<file path="src/bsf_pkg.sv">
// types and constants of the branch, skip and flow unit
// assumes one core clock; request comes from the decode stage

package bsf_pkg;

	// ==========================================
	// status flag bit positions
	localparam int BSF_FLAG_C = 0;
	localparam int BSF_FLAG_Z = 1;
	localparam int BSF_FLAG_N = 2;
	localparam int BSF_FLAG_V = 3;
	localparam int BSF_FLAG_S = 4;
	localparam int BSF_FLAG_H = 5;
	localparam int BSF_FLAG_T = 6;

	// ==========================================
	// cycle counts per instruction
	localparam logic [1:0] BSF_CYC_ONE   = 2'h1;
	localparam logic [1:0] BSF_CYC_TWO   = 2'h2;
	localparam logic [1:0] BSF_CYC_THREE = 2'h3;

	// ==========================================
	// program counter steps
	localparam logic [15:0] BSF_PC_STEP  = 16'h0001;
	localparam logic [15:0] BSF_SKIP_ONE = 16'h0002;
	localparam logic [15:0] BSF_SKIP_TWO = 16'h0003;

	// ==========================================
	// reset values
	localparam logic BSF_READY_RST = 1'b1;

	// ==========================================
	// operations handled here
	typedef enum logic [4:0] {
		op_frac_mul_signed_unsigned,
		op_pointer_jump,
		op_pointer_call,
		op_compare_skip_equal,
		op_compare_immediate,
		op_skip_reg_bit_clear,
		op_skip_io_bit_clear,
		op_skip_io_bit_set,
		op_branch_flag_set,
		op_branch_flag_clear,
		op_branch_carry_clear,
		op_branch_same_higher,
		op_branch_lower,
		op_branch_signed_ge,
		op_branch_signed_lt,
		op_branch_halfcarry_set,
		op_branch_transfer_set,
		op_branch_transfer_clear,
		op_branch_minus,
		op_branch_plus
	} bsf_op_type;

	// request from decode, one cycle, taken when ready
	typedef struct packed {
		logic        valid;
		bsf_op_type  op;
		logic [7:0]  rd;       // first source value
		logic [7:0]  rr;       // second source value
		logic [7:0]  imm;      // immediate constant
		logic [2:0]  bit_sel;  // register, io or flag bit
		logic [6:0]  offset;   // signed branch offset
		logic [15:0] zptr;     // z pointer pair
		logic [15:0] pc;       // address of this instruction
		logic [7:0]  io_val;   // io register contents
		logic        next_two; // next instruction is two words
		logic [7:0]  status_flags_register;     // status_flags_register now
	} bsf_req_type;

	// results, strobes valid with done
	typedef struct packed {
		logic        done;
		logic [15:0] pc;
		logic [7:0]  status_flags_register;
		logic        status_flags_register_we;
		logic [15:0] prod;
		logic        prod_we;
		logic [15:0] push_addr;
		logic        push_we;
	} bsf_res_type;

	// whole state of the unit
	typedef struct packed {
		logic        ready;
		logic [1:0]  cnt;
		logic        pend_status_flags_register;
		logic        pend_prod;
		logic        pend_push;
		bsf_res_type res;
	} bsf_state_type;

endpackage : bsf_pkg

</file>
<file path="src/bsf_flow_unit.sv">
// execute-stage program flow unit: jumps, calls, skips,
// branches, compare immediate and fractional multiply
// assumes request fields are stable in the cycle they are taken

`timescale 1ns/1ps

// Function
// - fractional mul writes shifted product, Z C, two cycles
// - pointer jump loads pc from z, two cycles
// - pointer call pushes return, loads z, three cycles
// - compare skip equal skips on equal sources
// - compare immediate sets Z N V C H, one cycle
// - skip when register bit clear
// - skip when io bit clear
// - skip when io bit set
// - branch when selected flag set
// - branch when selected flag clear
// - carry clear, same higher, lower branches
// - signed ge branch when N xor V zero
// - signed lt branch when N xor V one
// - half carry set branch
// - transfer flag set and clear branches
// - minus and plus branches on negative flag
module bsf_flow_unit
	import bsf_pkg::*;
(
	// clock and reset
	input  wire logic         i_clk,
	input  wire logic         i_reset,
	input  wire logic         i_ce,
	// request from decode
	input  wire bsf_req_type  i_req,
	// answer to the core
	output logic              o_ready,
	output bsf_res_type       o_res
);

	// ==========================================
	// state
	bsf_state_type st_r;
	bsf_state_type st_nxt;

	// ==========================================
	// decode helpers
	function automatic logic is_branch(input bsf_op_type op);
		is_branch = (op >= op_branch_flag_set);
	endfunction : is_branch

	function automatic logic is_skip(input bsf_op_type op);
		is_skip = (op == op_compare_skip_equal) ||
			(op == op_skip_reg_bit_clear) ||
			(op == op_skip_io_bit_clear) ||
			(op == op_skip_io_bit_set);
	endfunction : is_skip

	// branch condition from status flags
	function automatic logic br_taken(
		input bsf_op_type op,
		input logic [2:0] sel,
		input logic [7:0] sr
	);
		unique case (op)
			op_branch_flag_set:       br_taken = sr[sel];
			op_branch_flag_clear:     br_taken = !sr[sel];
			op_branch_carry_clear,
			op_branch_same_higher:    br_taken = !sr[BSF_FLAG_C];
			op_branch_lower:          br_taken = sr[BSF_FLAG_C];
			op_branch_signed_ge:
				br_taken = !(sr[BSF_FLAG_N] ^ sr[BSF_FLAG_V]);
			op_branch_signed_lt:
				br_taken = sr[BSF_FLAG_N] ^ sr[BSF_FLAG_V];
			op_branch_halfcarry_set:  br_taken = sr[BSF_FLAG_H];
			op_branch_transfer_set:   br_taken = sr[BSF_FLAG_T];
			op_branch_transfer_clear: br_taken = !sr[BSF_FLAG_T];
			op_branch_minus:          br_taken = sr[BSF_FLAG_N];
			op_branch_plus:           br_taken = !sr[BSF_FLAG_N];
			default:                  br_taken = 1'b0;
		endcase
	endfunction : br_taken

	// ==========================================
	// combinational datapath
	logic        skip_hit;
	logic        taken;
	logic [15:0] pc_inc;
	logic [15:0] br_target;
	logic [15:0] skip_target;
	logic [16:0] mul_full;
	logic [15:0] mul_res;
	logic [7:0]  cmp_diff;
	logic [7:0]  cmp_status_flags_register;
	logic [7:0]  mul_status_flags_register;

	// skip tests on register, io bit or equality
	always_comb begin
		unique case (i_req.op)
			op_compare_skip_equal: skip_hit = (i_req.rd == i_req.rr);
			op_skip_reg_bit_clear: skip_hit = !i_req.rr[i_req.bit_sel];
			op_skip_io_bit_clear:  skip_hit = !i_req.io_val[i_req.bit_sel];
			op_skip_io_bit_set:    skip_hit = i_req.io_val[i_req.bit_sel];
			default:               skip_hit = 1'b0;
		endcase
	end

	assign taken  = br_taken(i_req.op, i_req.bit_sel, i_req.status_flags_register);
	assign pc_inc = i_req.pc + BSF_PC_STEP;

	// offset is sign extended, then plus one
	assign br_target = i_req.pc + {{9{i_req.offset[6]}}, i_req.offset}
		+ BSF_PC_STEP;

	// skipped word count follows next instruction size
	assign skip_target = i_req.pc +
		(i_req.next_two ? BSF_SKIP_TWO : BSF_SKIP_ONE);

	// signed by unsigned; 17 bits hold every product exactly
	// both operands widened to 17 bits so the product is never cut short
	assign mul_full = $signed({{9{i_req.rd[7]}}, i_req.rd}) *
		$signed({9'h000, i_req.rr});
	assign mul_res  = {mul_full[14:0], 1'b0};

	// only Z and C are touched by the multiply
	always_comb begin
		mul_status_flags_register = i_req.status_flags_register;
		mul_status_flags_register[BSF_FLAG_C] = mul_full[15];
		mul_status_flags_register[BSF_FLAG_Z] = (mul_res == 16'h0000);
	end

	// compare immediate: subtract, keep flags only
	assign cmp_diff = i_req.rd - i_req.imm;
	always_comb begin
		cmp_status_flags_register = i_req.status_flags_register;
		cmp_status_flags_register[BSF_FLAG_H] = (!i_req.rd[3] & i_req.imm[3]) |
			(i_req.imm[3] & cmp_diff[3]) |
			(cmp_diff[3] & !i_req.rd[3]);
		cmp_status_flags_register[BSF_FLAG_V] = (i_req.rd[7] & !i_req.imm[7] & !cmp_diff[7]) |
			(!i_req.rd[7] & i_req.imm[7] & cmp_diff[7]);
		cmp_status_flags_register[BSF_FLAG_N] = cmp_diff[7];
		cmp_status_flags_register[BSF_FLAG_Z] = (cmp_diff == 8'h00);
		cmp_status_flags_register[BSF_FLAG_C] = (!i_req.rd[7] & i_req.imm[7]) |
			(i_req.imm[7] & cmp_diff[7]) |
			(cmp_diff[7] & !i_req.rd[7]);
	end

	// ==========================================
	// next state
	always_comb begin
		logic [1:0] cyc;
		cyc = BSF_CYC_ONE;
		st_nxt = st_r;
		// strobes last one cycle only
		st_nxt.res.done    = 1'b0;
		st_nxt.res.status_flags_register_we = 1'b0;
		st_nxt.res.prod_we = 1'b0;
		st_nxt.res.push_we = 1'b0;
		if (st_r.cnt != 2'h0) begin
			// busy: count down, finish on the last cycle
			st_nxt.cnt = st_r.cnt - 2'h1;
			if (st_r.cnt == 2'h1) begin
				st_nxt.ready       = 1'b1;
				st_nxt.res.done    = 1'b1;
				st_nxt.res.status_flags_register_we = st_r.pend_status_flags_register;
				st_nxt.res.prod_we = st_r.pend_prod;
				st_nxt.res.push_we = st_r.pend_push;
			end
		end else if (i_req.valid) begin
			st_nxt.pend_status_flags_register = 1'b0;
			st_nxt.pend_prod = 1'b0;
			st_nxt.pend_push = 1'b0;
			st_nxt.res.pc    = pc_inc;
			unique case (i_req.op)
				op_frac_mul_signed_unsigned: begin
					cyc = BSF_CYC_TWO;
					st_nxt.res.prod  = mul_res;
					st_nxt.res.status_flags_register  = mul_status_flags_register;
					st_nxt.pend_prod = 1'b1;
					st_nxt.pend_status_flags_register = 1'b1;
				end
				op_pointer_jump: begin
					cyc = BSF_CYC_TWO;
					st_nxt.res.pc = i_req.zptr;
				end
				op_pointer_call: begin
					cyc = BSF_CYC_THREE;
					st_nxt.res.pc        = i_req.zptr;
					st_nxt.res.push_addr = pc_inc;
					st_nxt.pend_push     = 1'b1;
				end
				op_compare_immediate: begin
					st_nxt.res.status_flags_register  = cmp_status_flags_register;
					st_nxt.pend_status_flags_register = 1'b1;
				end
				default: begin
					if (is_skip(i_req.op) && skip_hit) begin
						// one extra cycle per skipped word
						cyc = i_req.next_two ? BSF_CYC_THREE
							: BSF_CYC_TWO;
						st_nxt.res.pc = skip_target;
					end else if (is_branch(i_req.op) && taken) begin
						cyc = BSF_CYC_TWO;
						st_nxt.res.pc = br_target;
					end
				end
			endcase
			if (cyc == BSF_CYC_ONE) begin
				st_nxt.res.done    = 1'b1;
				st_nxt.res.status_flags_register_we = st_nxt.pend_status_flags_register;
			end else begin
				st_nxt.ready = 1'b0;
				st_nxt.cnt   = cyc - 2'h1;
			end
		end
	end

	// ==========================================
	// state register, frozen while clock enable is low
	always_ff @(posedge i_clk or posedge i_reset) begin
		if (i_reset) begin
			st_r       <= '0;
			st_r.ready <= BSF_READY_RST;
		end else if (i_ce) begin
			st_r <= st_nxt;
		end
	end

	assign o_ready = st_r.ready;
	assign o_res   = st_r.res;

	logic acc;
	assign acc = i_req.valid && st_r.ready;
endmodule : bsf_flow_unit

</file>
<file path="config.mk">
export PLATFORM = sky130hd
export DESIGN_NAME = bsf_flow_unit
export DESIGN_NICKNAME = d
export VERILOG_FILES = /design/src/bsf_pkg.sv /design/src/bsf_flow_unit.sv
export SDC_FILE = /design/constraint.sdc
export NUM_CORES = 1
export LEC_CHECK = 0
export BUFFER_PORTS_ARGS = -buffer_cell sky130_fd_sc_hd__buf_2
export CORE_UTILIZATION = 40
export CTS_BUF_LIST = sky130_fd_sc_hd__clkbuf_8
export CTS_CLUSTER_DIAMETER = 100
export DETAILED_ROUTE_END_ITERATION = 8
export SLEW_MARGIN = 20
export SYNTH_ARGS = -nofsm -noshare
export SYNTH_HDL_FRONTEND = slang
export SYNTH_SLANG_ARGS = --single-unit
</file>
<file path="constraint.sdc">
create_clock -name i_clk -period 2.1 [get_ports i_clk]
set_clock_uncertainty 0.05 [all_clocks]
set_input_delay 0.105 -clock i_clk [delete_from_list [all_inputs] [get_ports i_clk]]
set_output_delay 0.105 -clock i_clk [all_outputs]
set_load 0.01 [all_outputs]
</file>
==> metrics <==
gpl congestion 0.893; RR Startpoint st_r[63]; clk slew on worst S/H paths 80 ps; RSZ-0062 raised after global routing true; Final Cycle Share 188%; Multi-input gate area 5890 um2; Setup CP Type input port to flop; Post-Syn Area 7700 um2; failing checks negative setup slack; crit end category flop; CP peak stage delay 510 ps; layout cell share with drive strength beyond 1 43.0%; router iterations before antenna repair 5; Core ar. 18800 um2; WP buf/inv 4; CTS max path bufs 2; CP Cell Sequence buf_8 > clkinvlp_4 > nor2_4 > fa_1 > fa_1 > fa_1 > inv_2 > fa_1 > inv_2 > ha_4 > o21a_1 > o31a_1 > o21ai_2 > a211o_1 > xnor2_2 > nor4_2 > nand3b_1 > a31oi_1; Slew headroom 60.6%; Worst Tran Pin Value 590 ps; CP top delay family adder cells; CP Launch Type input port; fillers 1664; latest clock arrival within the worst-skew pair 350 ps; maximum vdd drop 0.460 mV; Primary FF master, synth dfrtp_1; Slowest-stage cell, CP fa_1; n_diodes 0; top post-synthesis cells by count nand2_1, inv_1, ha_1; Ports 153; Worst EP required 2330 ps; Starting Density 41.1%; Routed Antenna Nets 0; Async SR Flop Fraction 100%; global-route wire length before repair 37500 um; overall die area 19800 um2; Cell Rows 50; most numerous cell on the critical path fa_1; Final setup viols 25; post-route cell area 11000 um2; post-DR wirelength/cell 16.5 um; Worst Hold End o_res[39]; Final #Nets 1408; post-synth top area share 20.8%; 1st-iter DRT viols 378; Gate Count Post-Synth 915; syn nets 1124; routed via count 7455; Hold Crit Class input port to flop; Die Y 141 um; DP Area 9870 um2; r2r worst-path depth 9; clock sink total 65; vias per std cell 5.18; r2r setup slk 170 ps; P per Cell Area 733 nW/um2; Core Util, Final 58.5%; leakage power 5.40 nW; CTS tree built; dominant cell type by area after synthesis dfrtp_1; GR Overflow Total 0; vias in the first global route 7340; synth-to-layout area growth 42.5%; final std cells w/o fill 1438; initial antenna violation count 0; pin count of the biggest net entering global routing 31; critical path arrival 4170 ps; Period minus WS final 3950 ps; Clock Root Buffer clkbuf_8; R2R Path End o_res[52]; max frequency 253 MHz; syn avg cell area 8.42 um2; Synth Register Bits 65; CTS HTree Levels 3; Hold Path Cell Cnt 4; most common cell in the netlist nand2_1; Final WS setup -1850 ps; Post-Place Cells 1389; EDFF count, synth 0; drc violations 0; All-Layer GR Usage 24.1%; Final Max Slew Viols 0; Hold Fails Final Rpt 0; DIE WIDTH 141 um; Reg area 1630 um2; Hold Crit Start i_req[4]; status finished with violations; maxcap violations 0; TritonCTS buffer count 9; HPWL Detailed 19100 um; warnings from Yosys 0; # port buffers 151; number of distinct library cells after synthesis 66; sequential element share of the synthesized area 21.1%; largest cells by area after synthesis dfrtp_1, ha_1, fa_1; total routed wirelength 23700 um; Max FO, Critical Path 5
## report_power, final
part / internal (mW) / leakage (nW) / switching [mW] / total, mW
Sequential: 1.56 / 0.837 / 0.209 / 1.77
Clock: 0.565 / 0.110 / 0.508 / 1.07
Combinational: 2.77 / 4.46 / 2.42 / 5.20
Total: 4.90 / 5.40 / 3.14 / 8.04
## state kept, by name, summed over array words and instances (netlist names)
signal,cells
st_r,5
o_res,59
o_ready,1
## routing by layer
metal,track usage (%),up-vias,wire length (um)
met5,0,-,0
met4,5.49,0,339
met3,3.13,28,1370
met2,39.2,260,10700
met1,33.9,3501,11200
li1,-,3666,-
## worst min-delay path: stages
cell and delay, ps:
buf_2 90, buf_4 100, nand2_1 50, nand2_1 50
## final cells by class
class / count / area share, %
Inverter: 79 / 2.78
Clock inverter: 6 / 0.467
Multi-Input combinational cell: 676 / 53.6
Sequential cell: 65 / 14.8
Tap cell: 234 / 2.67
Timing Repair Buffer: 368 / 24.4
Clock buffer: 10 / 1.25
## worst max-delay path by stage
stage / startpoint / to / slack, ps / cells after the start
6_report: i_req[82] / o_res[36] / -1850 / 18
5_1_grt: i_req[82] / o_res[36] / -2010 / 18
4_1_cts: i_req[82] / o_res[36] / -1830 / 18
3_5_place_dp: i_req[77] / o_res[36] / -2370 / 16
3_3_place_gp: i_req[69] / o_res[36] / -2300 / 18
2_1_floorplan: i_req[82] / o_res[36] / -1950 / 17
## logic make-up (layout without fill, tap and decap cells)
family,after synthesis,in the layout,share of synthesized area [%]
other,1,1,0.0487
AND/OR/NAND/NOR,289,289,18.0
flip-flops,65,65,21.1
AO/OA/AOI/OAI,197,197,16.5
XOR/XNOR,51,51,5.80
multiplexers,21,21,3.90
adder cells (fa/ha/maj),117,117,23.0
buffers and inverters,174,463,11.6
## metrics by stage
step	total power, mW	hold slack [ps]	TNS, ps	setup slack [ps]
final	8.04	18.6	-17980	-1850
after detailed placement	6.18	166	-34720	-2370
after global routing	8.64	27.6	-20310	-2010
after global placement	6.13	165	-34620	-2300
after floorplan	4.62	160	-19290	-1950
after CTS	7.76	3.33	-17540	-1830
## layout by cell type, fill, tap and decap left out, types with 14 or more instances in the layout
cell / n
a21oi_1: 32
and2_1: 27
buf_2: 135
buf_4: 187
buf_6: 27
dfrtp_1: 64
fa_1: 34
ha_1: 62
inv_1: 67
nand2_1: 105
nand3_1: 14
nor2_1: 41
o21ai_0: 33
o21ai_1: 26
xnor2_1: 27
xor2_1: 18
## repair_timing
item,CTS,global route
hold buffers,3,0
cloned,0,0
resized for setup,108,47
pin swaps,45,36
endpoints found under the hold margin,25,0
setup endpoints to repair,32,34
buffers inserted,20,12
Power figures use the tool's default switching activity.
